==> config.mk <==
export PLATFORM = sky130hd
export DESIGN_NAME = sns_reg_bank
export DESIGN_NICKNAME = d
export VERILOG_FILES = /design/src/rtl/sns_pkg.sv /design/src/rtl/sns_flag_if.sv /design/src/rtl/sns_result_lock.sv /design/src/rtl/sns_flag_unit.sv /design/src/rtl/sns_reg_bank.sv
export VERILOG_INCLUDE_DIRS = /design/src /design/src/rtl
export SDC_FILE = /design/constraint.sdc
export NUM_CORES = 1
export LEC_CHECK = 0
export BUFFER_PORTS_ARGS = -buffer_cell sky130_fd_sc_hd__buf_2
export CAP_MARGIN = 25
export CORE_MARGIN = 2
export CORE_UTILIZATION = 40
export DETAILED_ROUTE_END_ITERATION = 10
export PLACE_DENSITY = 0.66
export SLEW_MARGIN = 15
export SYNTH_ARGS = -nofsm -noshare
export SYNTH_HDL_FRONTEND = slang
export SYNTH_HIERARCHICAL = 1
export SYNTH_SLANG_ARGS = --single-unit
==> constraint.sdc <==
create_clock -name sys_clk -period 3.3 [get_ports sys_clk]
set_clock_uncertainty 0.2 [all_clocks]
set_input_delay 0.495 -clock sys_clk [delete_from_list [all_inputs] [get_ports sys_clk]]
set_output_delay 0.495 -clock sys_clk [all_outputs]
set_load 0.03 [all_outputs]
==> src/rtl/sns_regs.svh <==
// Purpose: Register offsets, field positions and reset values of the sensor bank.
// Assumes: Pointer values are byte codes seen on the serial bus.
// Notes:   Definitions only; included by its bare name.
`ifndef SNS_REGS_SVH
`define SNS_REGS_SVH

`define SNS_PTR_RESET     8'h00
`define SNS_PTR_LT_HI     8'h00
`define SNS_PTR_RT_HI     8'h01
`define SNS_PTR_STATUS    8'h02
`define SNS_PTR_CFG_RD    8'h03
`define SNS_PTR_CFG_WR    8'h09
`define SNS_PTR_RT_LO     8'h10
`define SNS_PTR_LT_LO     8'h15
`define SNS_UNMAPPED_DATA 8'h00

`define SNS_CFG_RESET     8'h00
`define SNS_CFG_WMASK     8'hE4
`define SNS_CFG_MASK_BIT  7
`define SNS_CFG_SD_BIT    6
`define SNS_CFG_MODE_BIT  5
`define SNS_CFG_RANGE_BIT 2

`define SNS_RES_RESET     12'h000
`define SNS_STICKY_ALARM  5'h1F
`define SNS_STICKY_SECOND 5'h01

`endif

==> src/rtl/sns_pkg.sv <==
// Purpose: Shared types of the sensor register bank.
// Assumes: Nothing beyond SystemVerilog.
// Notes:   Offsets and values live in sns_regs.svh.
package sns_pkg;
  typedef enum logic {SNS_MODE_ALARM, SNS_MODE_SECOND} sns_pin_mode_t;
  typedef logic [7:0] sns_byte_t;
endpackage

==> src/rtl/sns_flag_if.sv <==
// Purpose: Carries trip conditions in and flags and pin levels out of the flag unit.
// Assumes: Single clock domain, sys_clk.
// Notes:   trip order is local high, local low, remote high, remote low, open.
`timescale 1ns/1ps
interface sns_flag_if;
  logic [4:0]                 trip;
  logic [1:0]                 crit_over;
  logic [1:0]                 crit_clear;
  sns_pkg::sns_pin_mode_t     mode;
  logic                       mask;
  logic                       status_rd;
  logic                       ara_rd;
  logic [6:0]                 flags;
  logic                       pin6_n;
  logic                       otemp_n;

  modport top   (output trip, crit_over, crit_clear, mode, mask, status_rd, ara_rd,
                 input flags, pin6_n, otemp_n);
  modport unit  (input trip, crit_over, crit_clear, mode, mask, status_rd, ara_rd,
                 output flags, pin6_n, otemp_n);
endinterface

==> src/rtl/sns_result_lock.sv <==
// Purpose: One channel's split result with cross-byte read freeze.
// Assumes: Reads are one-cycle pulses on sys_clk.
// Notes:   Each byte is kept apart so one can be frozen while the other updates.
`timescale 1ns/1ps
`include "sns_regs.svh"
module sns_result_lock (
  input  wire logic        sys_clk,
  input  wire logic        rst_n,
  input  wire logic        upd,
  input  wire logic [11:0] res,
  input  wire logic        rd_hi,
  input  wire logic        rd_lo,
  input  wire logic        rd_other,
  output logic      [7:0]  hi_byte,
  output logic      [7:0]  lo_byte
);
  logic [7:0] hi_q;
  logic [3:0] lo_q;
  logic       lock_hi_q;
  logic       lock_lo_q;

  wire lock_lo_d = rd_hi ? ~lock_hi_q : (rd_lo | rd_other) ? 1'b0 : lock_lo_q;
  wire lock_hi_d = rd_lo ? ~lock_lo_q : (rd_hi | rd_other) ? 1'b0 : lock_hi_q;

  // converter rewrites unlocked bytes; zero at reset.
  always_ff @(posedge sys_clk or negedge rst_n) begin
    if (!rst_n) begin
      {hi_q, lo_q} <= `SNS_RES_RESET;
      lock_hi_q <= 1'b0;
      lock_lo_q <= 1'b0;
    end else begin
      if (upd && !lock_hi_q) hi_q <= res[11:4];
      if (upd && !lock_lo_q) lo_q <= res[3:0];
      lock_hi_q <= lock_hi_d;
      lock_lo_q <= lock_lo_d;
    end
  end

  // fraction sits in the upper nibble of the low byte.
  assign hi_byte = hi_q;
  assign lo_byte = {lo_q, 4'h0};
endmodule

==> src/rtl/sns_flag_unit.sv <==
// Purpose: Status flags, alarm latch and the two over-temperature pins.
// Assumes: Trip conditions are steady between conversions.
// Notes:   Hardware set always wins over a read clear.
`timescale 1ns/1ps
`include "sns_regs.svh"
module sns_flag_unit (
  input  wire logic sys_clk,
  input  wire logic rst_n,
  sns_flag_if.unit  fi
);
  logic [4:0] lim_q;
  logic [1:0] crit_q;
  logic       latch_q;
  logic       pin6_n_q;
  logic       otemp_n_q;

  wire alarm = (fi.mode == sns_pkg::SNS_MODE_ALARM);
  // which flags are sticky depends on pin function.
  wire [4:0] sticky = alarm ? `SNS_STICKY_ALARM : `SNS_STICKY_SECOND;
  wire [4:0] lim_d;
  wire [1:0] crit_d;

  // read clears only once the cause is gone.
  genvar i;
  for (i = 0; i < 5; i++) begin : g_lim
    assign lim_d[i] = fi.trip[i] | (sticky[i] & lim_q[i] & ~fi.status_rd);
  end
  for (i = 0; i < 2; i++) begin : g_crit
    assign crit_d[i] = fi.crit_over[i] | (crit_q[i] & ~fi.crit_clear[i]);
  end

  // latch drops on address read only when quiet.
  wire quiet   = ~|lim_q & ~|fi.trip;
  wire latch_d = (alarm & |lim_q) | (latch_q & ~(fi.ara_rd & quiet));
  // alarm drive, masked only in alarm mode; second output.
  wire pin6_d  = alarm ? ~(latch_d & ~fi.mask) : ~(lim_d[4] | lim_d[2]);

  always_ff @(posedge sys_clk or negedge rst_n) begin
    if (!rst_n) begin
      lim_q     <= 5'h00;
      crit_q    <= 2'h0;
      latch_q   <= 1'b0;
      pin6_n_q  <= 1'b1;
      otemp_n_q <= 1'b1;
    end else begin
      lim_q     <= lim_d;
      crit_q    <= crit_d;
      latch_q   <= latch_d;
      pin6_n_q  <= pin6_d;
      otemp_n_q <= ~|crit_d;
    end
  end

  // bit order local high, local low, remote high, remote low, open, criticals.
  assign fi.flags   = {lim_q, crit_q};
  assign fi.otemp_n = otemp_n_q;
  assign fi.pin6_n  = pin6_n_q;
endmodule

==> src/rtl/sns_reg_bank.sv <==
// Purpose: Register side of a two-channel temperature monitor.
// Assumes: A two-wire protocol engine on sys_clk hands over byte commands.
// Notes:   Limit values arrive from the limit bank; the converter is outside.
//
// Summary of operation
// - Eight-bit pointer reloaded by every write.
// - Pointer is zero after reset.
// - Local result split at 00h and 15h.
// - Remote result split at 01h and 10h.
// - Low byte upper nibble holds sixteenths of degree.
// - Results read-only, rewritten per conversion.
// - Reading one byte freezes the other.
// - Result registers zero after reset.
// - Status bit 7 shows conversion busy.
// - Status bits 6..0 are the event flags.
// - Alarm mode: five sticky flags; else open.
// - In alarm mode any sticky flag sets alarm latch, pin low.
// - Status read clears sticky flags once cause gone.
// - Latch clears on address read when quiet.
// - Critical flags clear at or below limit minus hysteresis.
// - Over-temp pin low while a critical flag is set.
// - Second-output mode follows high limits only.
// - Setup written at 09h, read 03h, reset zero.
// - Setup bits: mask, shutdown, pin mode.
// - Setup bit 2 selects extended range.
// - Mask acts only in alarm mode.
// - Shutdown stops after the current sequence.
`timescale 1ns/1ps
`include "sns_regs.svh"
module sns_reg_bank (
  input  wire logic       sys_clk,
  input  wire logic       rst_n,
  input  wire logic       bus_ptr_wr,
  input  wire logic       bus_data_wr,
  input  wire logic [7:0] bus_wdata,
  input  wire logic       bus_rd,
  input  wire logic       bus_ara_rd,
  output logic      [7:0] bus_rdata,
  output logic            bus_rvalid,
  input  wire logic       conv_done,
  input  wire logic       conv_busy,
  input  wire logic [11:0] conv_local,
  input  wire logic [11:0] conv_remote,
  input  wire logic       conv_open,
  input  wire logic [7:0] lim_local_high,
  input  wire logic [7:0] lim_local_low,
  input  wire logic [7:0] lim_remote_high,
  input  wire logic [7:0] lim_remote_low,
  input  wire logic [7:0] lim_local_crit,
  input  wire logic [7:0] lim_remote_crit,
  input  wire logic [7:0] lim_hyst,
  output logic            shutdown_req,
  output logic            range_ext,
  output logic            alert_pin_n,
  output logic            over_temp_out_n
);
  sns_pkg::sns_byte_t register_selector_q;
  sns_pkg::sns_byte_t device_setup_q;
  sns_pkg::sns_byte_t rdata_q;
  logic               rvalid_q;
  logic [7:0]         last_local_q;
  logic [7:0]         last_remote_q;
  logic               open_q;
  logic [7:0]         lt_hi;
  logic [7:0]         lt_lo;
  logic [7:0]         rt_hi;
  logic [7:0]         rt_lo;

  sns_flag_if fi ();

  // Pointer decode for reads and the setup write; each term names one visible register.
  wire sel_lt_hi  = (register_selector_q == `SNS_PTR_LT_HI);
  wire sel_rt_hi  = (register_selector_q == `SNS_PTR_RT_HI);
  wire sel_status = (register_selector_q == `SNS_PTR_STATUS);
  wire sel_cfg_rd = (register_selector_q == `SNS_PTR_CFG_RD);
  wire sel_cfg_wr = (register_selector_q == `SNS_PTR_CFG_WR);
  wire sel_rt_lo  = (register_selector_q == `SNS_PTR_RT_LO);
  wire sel_lt_lo  = (register_selector_q == `SNS_PTR_LT_LO);
  // One term for any mapped pointer; everything else reads as zero.
  wire sel_any    = sel_lt_hi | sel_rt_hi | sel_status | sel_cfg_rd | sel_rt_lo | sel_lt_lo;

  // A read of anything other than a channel's two bytes ends that channel's freeze.
  wire rd_lt_hi = bus_rd & sel_lt_hi;
  wire rd_lt_lo = bus_rd & sel_lt_lo;
  wire rd_rt_hi = bus_rd & sel_rt_hi;
  wire rd_rt_lo = bus_rd & sel_rt_lo;
  wire rd_l_other = bus_rd & ~sel_lt_hi & ~sel_lt_lo;
  wire rd_r_other = bus_rd & ~sel_rt_hi & ~sel_rt_lo;

  always_ff @(posedge sys_clk or negedge rst_n) begin
    if (!rst_n) begin
      register_selector_q <= `SNS_PTR_RESET;
    end else if (bus_ptr_wr) begin
      register_selector_q <= bus_wdata;
    end
  end

  // setup write; reserved bits are forced to zero on the way in.
  always_ff @(posedge sys_clk or negedge rst_n) begin
    if (!rst_n) begin
      device_setup_q <= `SNS_CFG_RESET;
    end else if (bus_data_wr && sel_cfg_wr) begin
      device_setup_q <= bus_wdata & `SNS_CFG_WMASK;
    end
  end

  // converter sees a level and finishes its sequence before stopping.
  assign shutdown_req = device_setup_q[`SNS_CFG_SD_BIT];
  // range select handed to the converter.
  assign range_ext    = device_setup_q[`SNS_CFG_RANGE_BIT];

  // Latest, unfrozen high bytes feed the comparators so a pending host read
  // never delays limit detection.
  always_ff @(posedge sys_clk or negedge rst_n) begin
    if (!rst_n) begin
      last_local_q  <= 8'h00;
      last_remote_q <= 8'h00;
      open_q        <= 1'b0;
    end else if (conv_done) begin
      last_local_q  <= conv_local[11:4];
      last_remote_q <= conv_remote[11:4];
      open_q        <= conv_open;
    end
  end

  // one lock unit per channel, local first.
  genvar ch;
  for (ch = 0; ch < 2; ch++) begin : g_chan
    logic [11:0] res;
    logic        rd_hi;
    logic        rd_lo;
    logic        rd_other;
    logic [7:0]  hi_byte;
    logic [7:0]  lo_byte;
    assign res      = (ch == 0) ? conv_local : conv_remote;
    assign rd_hi    = (ch == 0) ? rd_lt_hi : rd_rt_hi;
    assign rd_lo    = (ch == 0) ? rd_lt_lo : rd_rt_lo;
    assign rd_other = (ch == 0) ? rd_l_other : rd_r_other;
    sns_result_lock u_lock (
      .sys_clk  (sys_clk),
      .rst_n    (rst_n),
      .upd      (conv_done),
      .res      (res),
      .rd_hi    (rd_hi),
      .rd_lo    (rd_lo),
      .rd_other (rd_other),
      .hi_byte  (hi_byte),
      .lo_byte  (lo_byte)
    );
  end
  assign lt_hi = g_chan[0].hi_byte;
  assign lt_lo = g_chan[0].lo_byte;
  assign rt_hi = g_chan[1].hi_byte;
  assign rt_lo = g_chan[1].lo_byte;

  // Limit comparators on whole degrees; both formats compare as unsigned.
  wire lh_trip = last_local_q  > lim_local_high;
  wire ll_trip = last_local_q  < lim_local_low;
  wire rh_trip = last_remote_q > lim_remote_high;
  wire rl_trip = last_remote_q < lim_remote_low;

  // release point is limit minus hysteresis; adding avoids underflow.
  wire [8:0] l_rel = {1'b0, last_local_q}  + {1'b0, lim_hyst};
  wire [8:0] r_rel = {1'b0, last_remote_q} + {1'b0, lim_hyst};
  wire l_crit_over  = last_local_q  > lim_local_crit;
  wire r_crit_over  = last_remote_q > lim_remote_crit;
  wire l_crit_clear = l_rel <= {1'b0, lim_local_crit};
  wire r_crit_clear = r_rel <= {1'b0, lim_remote_crit};

  // Flag unit hookup.
  assign fi.trip       = {lh_trip, ll_trip, rh_trip, rl_trip, open_q};
  assign fi.crit_over  = {r_crit_over, l_crit_over};
  assign fi.crit_clear = {r_crit_clear, l_crit_clear};
  assign fi.mode       = device_setup_q[`SNS_CFG_MODE_BIT] ? sns_pkg::SNS_MODE_SECOND
                                                           : sns_pkg::SNS_MODE_ALARM;
  assign fi.mask       = device_setup_q[`SNS_CFG_MASK_BIT];
  // status read pulse drives the conditional clear.
  assign fi.status_rd  = bus_rd & sel_status;
  // only the alert-address read may release the latch.
  assign fi.ara_rd     = bus_ara_rd;

  sns_flag_unit u_flags (
    .sys_clk (sys_clk),
    .rst_n   (rst_n),
    .fi      (fi.unit)
  );

  assign alert_pin_n     = fi.pin6_n;
  assign over_temp_out_n = fi.otemp_n;

  // status byte shows busy and the flags before any clear.
  wire [7:0] status_byte = {conv_busy, fi.flags};

  // Read mux; unmapped pointers answer zero since other banks sit elsewhere.
  wire [7:0] rd_mux = sel_lt_hi  ? lt_hi :
                      sel_rt_hi  ? rt_hi :
                      sel_status ? status_byte :
                      sel_cfg_rd ? device_setup_q :
                      sel_rt_lo  ? rt_lo :
                      sel_lt_lo  ? lt_lo : `SNS_UNMAPPED_DATA;

  // Read data are registered: answer one edge after the read pulse.
  always_ff @(posedge sys_clk or negedge rst_n) begin
    if (!rst_n) begin
      rdata_q  <= 8'h00;
      rvalid_q <= 1'b0;
    end else begin
      rvalid_q <= bus_rd;
      if (bus_rd) rdata_q <= rd_mux;
    end
  end

  assign bus_rdata  = rdata_q;
  assign bus_rvalid = rvalid_q;
endmodule

==> results of run 1 <==
-- final timing paths --
check,from,to,slack [ns],cells after the start
worst max-delay path,last_local_q[0]$_DFFE_PN0P_,u_flags/fi.otemp_n$_DFF_PN1_,0.25,16
min in group asynchronous,rst_n,g_chan[1].u_lock/lo_q[3]$_DFFE_PN0P_,0.43,2
max in group asynchronous,rst_n,u_flags/fi.otemp_n$_DFF_PN1_,1.86,3
worst max register to register,last_local_q[0]$_DFFE_PN0P_,u_flags/fi.otemp_n$_DFF_PN1_,0.25,16
worst min register to register,u_flags/latch_q$_DFF_PN0_,u_flags/latch_q$_DFF_PN0_,0.28,1
worst min-delay path,bus_wdata[3],register_selector_q[3]$_DFFE_PN0P_,0.17,3
-- power groups by stage --
| stage | clock network (uW) | registers (uW) | logic (uW) |
|---|---|---|---|
| 2_1_floorplan | 0 | 1120 | 537 |
| 3_3_place_gp | 0 | 1140 | 754 |
| 3_5_place_dp | 0 | 1140 | 785 |
| 4_1_cts | 1050 | 1130 | 790 |
| 5_1_grt | 1100 | 1140 | 906 |
| 6_report | 1030 | 1130 | 796 |
-- routing by layer --
metal / global-route usage (%) / vias to the layer above / wire length [um]
met1: 27.0 / 2132 / 6580
met4: 3.45 / 0 / 68
li1: - / 2241 / -
met2: 33.7 / 113 / 6810
met5: 0 / - / 0
met3: 3.85 / 4 / 640
-- repair_timing --
item,4_1_cts,5_1_grt
resized for setup,0,4
hold endpoints to repair,0,28
hold buffers,0,1
setup endpoints to repair,0,1
-- logic make-up (layout without fill, tap and decap cells) --
| logic type | Yosys count | count (layout) |
|---|---|---|
| buffers and inverters | 84 | 198 |
| flip-flops | 76 | 76 |
| multiplexers | 49 | 49 |
| other | 2 | 8 |
| AO/OA/AOI/OAI | 149 | 149 |
| XOR/XNOR | 8 | 8 |
| adder cells (fa/ha/maj) | 80 | 80 |
| AND/OR/NAND/NOR | 116 | 116 |
-- worst min-delay path: stages --
cell,delay (ns)
buf_2,0.07
nand2_1,0.04
o21ai_0,0.06
-- flip-flops by register name (all words and copies together), names as in the netlist, 2 cells and up --
name	cells
bus_rdata	8
device_setup_q	4
g_chan.u_lock/hi_byte	16
g_chan.u_lock/lo_q	8
g_chan.u_lock/lock_hi_q	2
g_chan.u_lock/lock_lo_q	2
last_local_q	8
last_remote_q	8
register_selector_q	8
u_flags/crit_q	2
u_flags/lim_q	5
-- synthesized netlist by cell type, types with 3 or more instances --
cell      count  area, um2
buf_4         8       60.1
clkbuf_1      9       33.8
nor3_1        9       45.0
a22oi_1      10       75.1
o21a_1        6       45.0
o21bai_1      6       45.0
a222oi_1      3       30.0
xnor2_1       6       52.6
a21oi_1      35        175
nor2_1       28        105
o22ai_1       7       43.8
ha_1         78        976
inv_1        64        240
a31oi_1       6       37.5
a21o_1       18        135
nor2b_1      19        119
nand3_1      10       50.1
and2_1        3       18.8
dfrtp_1      74       1850
and3_1        3       18.8
nand4_1       4       25.0
mux2_2       48        541
a211oi_1      4       30.0
nand2_1      17       63.8
or4b_1        3       30.0
buf_6         3       33.8
nand2b_1      6       37.5
o21ai_0      39        195
-- metrics by stage --
step	std cells	area (um2)	total power [uW]
6_report	860	6560	2960
5_1_grt	860	6560	3150
4_1_cts	858	6520	2970
3_5_place_dp	842	6200	1930
3_3_place_gp	842	6200	1900
2_1_floorplan	570	5510	1660
-- cell type report --
cell class	count	area, um2
fillers	1257	6730
multi-input cells	410	3240
flip-flops and latches	76	1910
repair buffers	118	638
inverters	64	240
clock buffers	9	225
well taps	176	220
clock inverters	7	91.3
==> qor.yml, run 1 <==
max_stage_delay_ns: 0.42
period_share_pct: 92.5
hold_slack_ns: 0.173
dr.pass1.iters: 4
portBuffers: 109
crit_path_max_fanout: 3
switchingPower_uw: 896
dieArea_mm2: 0.0147
drc: 0
power.leakage_uw: 0.00326
fin_crit_ns: 3.05
drtIter0Drc: 283
synth_fa_ha_area_share_pct: 18.5
clk_pin_slew_ns: 0.06
yosysUniqueCellTypes: 54
cts-root-buf: "clkbuf_16"
end_kind: "register"
totalWireLength_mm: 14.1
maxSlewHeadroom_pct: 52.4
worst_slew_pin_slew_ns: 0.713
worstPathArrival_ns: 3.12
netlist_area_mm2: 0.00549
synth_seq_cells: 76
synth_compound_area_share_pct: 17.2
status: "finished, final reports clean"
final_util_pct: 49.4
grt_pass1_vias: 4506
clock.fmax_mhz: 327
slew_violations: 0
clock_path_buffers: 2
drt.antenna.violating_nets: 0
internal_power_uw: 2060
path_delay_family: "compound AO/OA/AOI/OAI gates"
pre_cts_ws_ns: 0.0410
synth-edff-count: 0
drive_above_1_share_pct: 27.8
ios: 110
avgSynthCellArea_um2: 9.73
cts_setup_buffers: 0
cp_data_required_time_ns: 3.37
htree_levels: 3
nets: 856
ys.flop_type: "dfrtp_1"
fin_setup_tns_ns: 0
coreArea_mm2: 0.0133
grt-ovfl-total: 0
setup.worst_path.class: "register to register"
critPathLaunchType: "register"
path_cells: "ha_1, inv_1, fa_1, nor2b_1, o31ai_1, nand2b_1, a211oi_1, nor2_1, ha_1, nand2_1, nor3_1, a21oi_1, nor3_1, inv_1, a21o_1, nor2_1"
min_path_type: "input port to register"
start_util_pct: 41.3
vias: 4490
antenna_found_initial: 0
power_frac_comb_pct: 26.9
antennaDiodeCount: 0
postSynthCellCount: 564
synthSimpleGateAreaFrac_pct: 11.5
setup_viol: 0
grt_usage_pct: 19.9
hold_viol_final: 0
viasPerCell: 5.22
syn_to_final_growth_pct: 19.6
vdd_drop_max_mv: 0.347
die_y_um: 121
worst-path-buf-inv: 2
dp_hpwl_mm: 11.3
rows: 42
final_common_cell: "buf_2"
synth_top_family_by_area: "adder cells"
wire_per_inst_um: 16.4
yosysSeqAreaShare_pct: 34.7
cts_tree: "built"
pwr-share-seq_pct: 38.1
synthMuxAreaShare_pct: 10.0
clk_latency_ns: 0.33
gp_congestion: 0.862
yosys_warnings: 6
rsz0062_at_grt: "no"
slowest_stage: "dfrtp_1"
drv_cap: 0
synthXorXnorAreaFrac_pct: 1.28
cts_sinks: 76
grt_max_degree: 77
final_cell_mix: "108 x buf_2, 77 x ha_1, 73 x dfrtp_1, 64 x inv_1, 48 x mux2_2"
ys_async_sr_fraction_pct: 100
powerDensity_mw_per_mm2: 450
pwr-share-clk_pct: 35.0
setup_ws_ns: 0.246
sw_frac_of_total_pct: 30.3
die_x_um: 121
cts_buffers: 9
grt_pass1_wl_mm: 22.7
Power figures use the tool's default switching activity.
==> run 2, diff against run 1 <==
--- a/config.mk
+++ b/config.mk
@@ -12,6 +12,7 @@
 export CORE_UTILIZATION = 40
 export DETAILED_ROUTE_END_ITERATION = 10
 export PLACE_DENSITY = 0.66
+export REMOVE_ABC_BUFFERS = 1
 export SLEW_MARGIN = 15
 export SYNTH_ARGS = -nofsm -noshare
 export SYNTH_HDL_FRONTEND = slang
==> constraint.sdc (replaced) <==
create_clock -name sys_clk -period 3 [get_ports sys_clk]
set_clock_uncertainty 0.2 [all_clocks]
set_input_delay 0.6 -clock sys_clk [delete_from_list [all_inputs] [get_ports sys_clk]]
set_output_delay 0.6 -clock sys_clk [all_outputs]
set_load 0.03 [all_outputs]
==> run 2 against run 1 <==
Compared with the run above:
- the run now ends with negative hold slack, negative setup slack left
- worst hold slack got worse by 0.18 ns
- clock power up 4%
- non-clock buffer count up 18
- critical path depth grew 1
- final cell count rose by 2.1%
==> qor.yml, run 2 (same netlist as run 1, synthesis figures left out) <==
ctsHoldBuffers: 0  # unchanged
period_share_pct: 101  # +8.0 points
cp_data_required_time_ns: 3.07  # -0.30 ns
setup.worst_path.class: "register to register"
worst_slew_pin_slew_ns: 0.737  # +0.0239 ns
cp_common_cell: "nor2_1"
multi_input_area_mm2: 0.00338  # +4.3%
r2r_end: "u_flags/fi.otemp_n$_DFF_PN1_"
critPathLaunchType: "register"
grt-ovfl-total: 0  # unchanged
dp.cells: 855  # +1.5%
drc: 0  # unchanged
drtIter0Drc: 195  # -31%
grt_usage_pct: 20.1  # +0.16 points
cts_sinks: 76  # unchanged
worstPathArrival_ns: 3.09  # -0.03 ns
endpoint: "u_flags/fi.otemp_n$_DFF_PN1_"
vias: 4688  # +4.4%
min_path_type: "input port to async pin"
grt_pass1_vias: 4732  # +5.0%
rows: 42  # unchanged
rr_startpoint: "last_local_q[0]$_DFFE_PN0P_"
nets: 874  # +2.1%
portBuffers: 109  # unchanged
seq_area_mm2: 0.00190  # about the same
totalWireLength_mm: 14.5  # +2.8%
antenna_found_initial: 1  # +1
dr.pass1.iters: 4  # unchanged
hold_slack_ns: -0.00272  # -0.176 ns
wl_met1_mm: 6.46  # -1.8%
die_x_um: 121  # unchanged
clk_pin_slew_ns: 0.06  # about the same
fin_setup_tns_ns: -0.0167  # -0.0167 ns
drv_cap: 0  # unchanged
violations: "negative hold slack, negative setup slack"
final_util_pct: 51.3  # +1.9 points
antennaDiodeCount: 0  # unchanged
clock.fmax_mhz: 331  # +1.2%
r2r_slack_ns: -0.02  # -0.26 ns
grt_max_degree: 77  # unchanged
placed_area_mm2: 0.00630  # +1.6%
fillers: 1230  # -2.1%
wire_per_inst_um: 16.5  # +0.72%
finalNonFillerCells: 878  # +2.1%
powerDensity_mw_per_mm2: 484  # +7.6%
setup_ws_ns: -0.0167  # -0.263 ns
end_kind: "register"
clock_path_buffers: 2  # unchanged
hold_viol_final: 2  # +2
met2_length_mm: 6.97  # +2.3%
r2r_cells: 17  # +1
setup_viol: 1  # +1
status: "complete, but fails checks"
max_stage_delay_ns: 0.44  # +0.02 ns
dp_hpwl_mm: 11.6  # +2.3%
dieArea_mm2: 0.0147  # unchanged
start_util_pct: 41.3  # unchanged
htree_levels: 3  # unchanged
slew_violations: 0  # unchanged
drive_above_1_share_pct: 32.8  # +5.0 points
cts_tree: "built"
largest_register_ffs: 16  # unchanged
dr.max_layer_used: "met5"
path_cells: "ha_4, inv_2, fa_2, nor2b_4, o31ai_4, nand2b_1, a211oi_2, nor2_1, ha_1, nand2_2, a21oi_2, o41ai_2, a21oi_1, nor3_1, inv_1, a21o_1, nor2_1"
pre_cts_ws_ns: -0.365  # -0.406 ns
final_cell_mix: "108 x buf_2, 75 x ha_1, 74 x dfrtp_1, 62 x inv_1, 48 x mux2_2"
syn_to_final_growth_pct: 24.2
fin_crit_ns: 3.02  # -0.0374 ns
rsz0062_at_grt: "yes"
grt_pass1_wl_mm: 23.0  # +1.6%
drt.antenna.violating_nets: 0  # unchanged
clk_latency_ns: 0.33  # about the same
cp-startpoint: "last_local_q[0]$_DFFE_PN0P_"
cts_buffers: 9  # unchanged
final_common_cell: "buf_2"
gp_congestion: 0.867  # +0.67%
ios: 110  # unchanged
power.leakage_uw: 0.00336  # +3.3%
slowest_stage: "dfrtp_1"
vdd_drop_max_mv: 0.464  # +34%
design_area_mm2: 0.00681  # +3.8%
wl_met3_um: 698  # +9.1%
crit_path_max_fanout: 3  # unchanged
coreArea_mm2: 0.0133  # unchanged
cts-root-buf: "clkbuf_16"
die_y_um: 121  # unchanged
viasPerCell: 5.34  # +2.3%
maxSlewHeadroom_pct: 50.8  # -1.6 points
-- run 2: layer usage --
metal  up-vias  global-route usage (%)
li1       2276                       -
met1      2256                    25.9
met2       127                    33.8
met3        27                    4.18
met4         2                    6.39
met5         -                       0
-- run 2: repair_timing --
item                       CTS  global route
setup buffers                3             3
setup endpoints to repair    3             3
pin swaps                    2            16
resized for setup            7            30
-- run 2: how the worst min path moves through the flow --
stage | endpoint | depth (start not counted) | startpoint | slack [ns]
after floorplan | bus_rdata[0]$_DFFE_PN0P_ | 0 | rst_n | 0.10
after global placement | u_flags/latch_q$_DFF_PN0_ | 1 | u_flags/latch_q$_DFF_PN0_ | 0.27
after detailed placement | u_flags/latch_q$_DFF_PN0_ | 1 | u_flags/latch_q$_DFF_PN0_ | 0.28
after CTS | device_setup_q[6]$_DFFE_PN0P_ | 1 | rst_n | 0.26
after global routing | device_setup_q[6]$_DFFE_PN0P_ | 1 | rst_n | 0.02
final | device_setup_q[6]$_DFFE_PN0P_ | 1 | rst_n | -0.003
-- run 2: layout make-up --
| class | count | area share, % |
|---|---|---|
| multi-input combinational | 410 | 49.7 |
| sequential | 76 | 27.9 |
| timing repair buffer | 136 | 11.2 |
| inverter | 64 | 3.53 |
| clock buffer | 10 | 3.51 |
| tap | 176 | 3.23 |
| clock inverter | 6 | 0.936 |
-- run 2: critical path: cells and delay by family (launching register included) --
family | cells | cell delay, ns
flops | 1 | 0.44
buf+inv | 2 | 0.11
compound gates | 6 | 0.84
fa+ha+maj | 3 | 0.73
simple gates | 6 | 0.63
-- run 2: power breakdown --
group | switching [uW] | internal [uW]
registers | 99.9 | 1130
logic | 525 | 471
clock network | 411 | 664
-- run 2: per-stage QoR --
step | total power (uW) | hold slack [ns]
2_1_floorplan | 1800 | 0.104
3_3_place_gp | 2110 | 0.269
3_5_place_dp | 2160 | 0.284
4_1_cts | 3260 | 0.257
5_1_grt | 3510 | 0.0186
6_report | 3300 | -0.00272
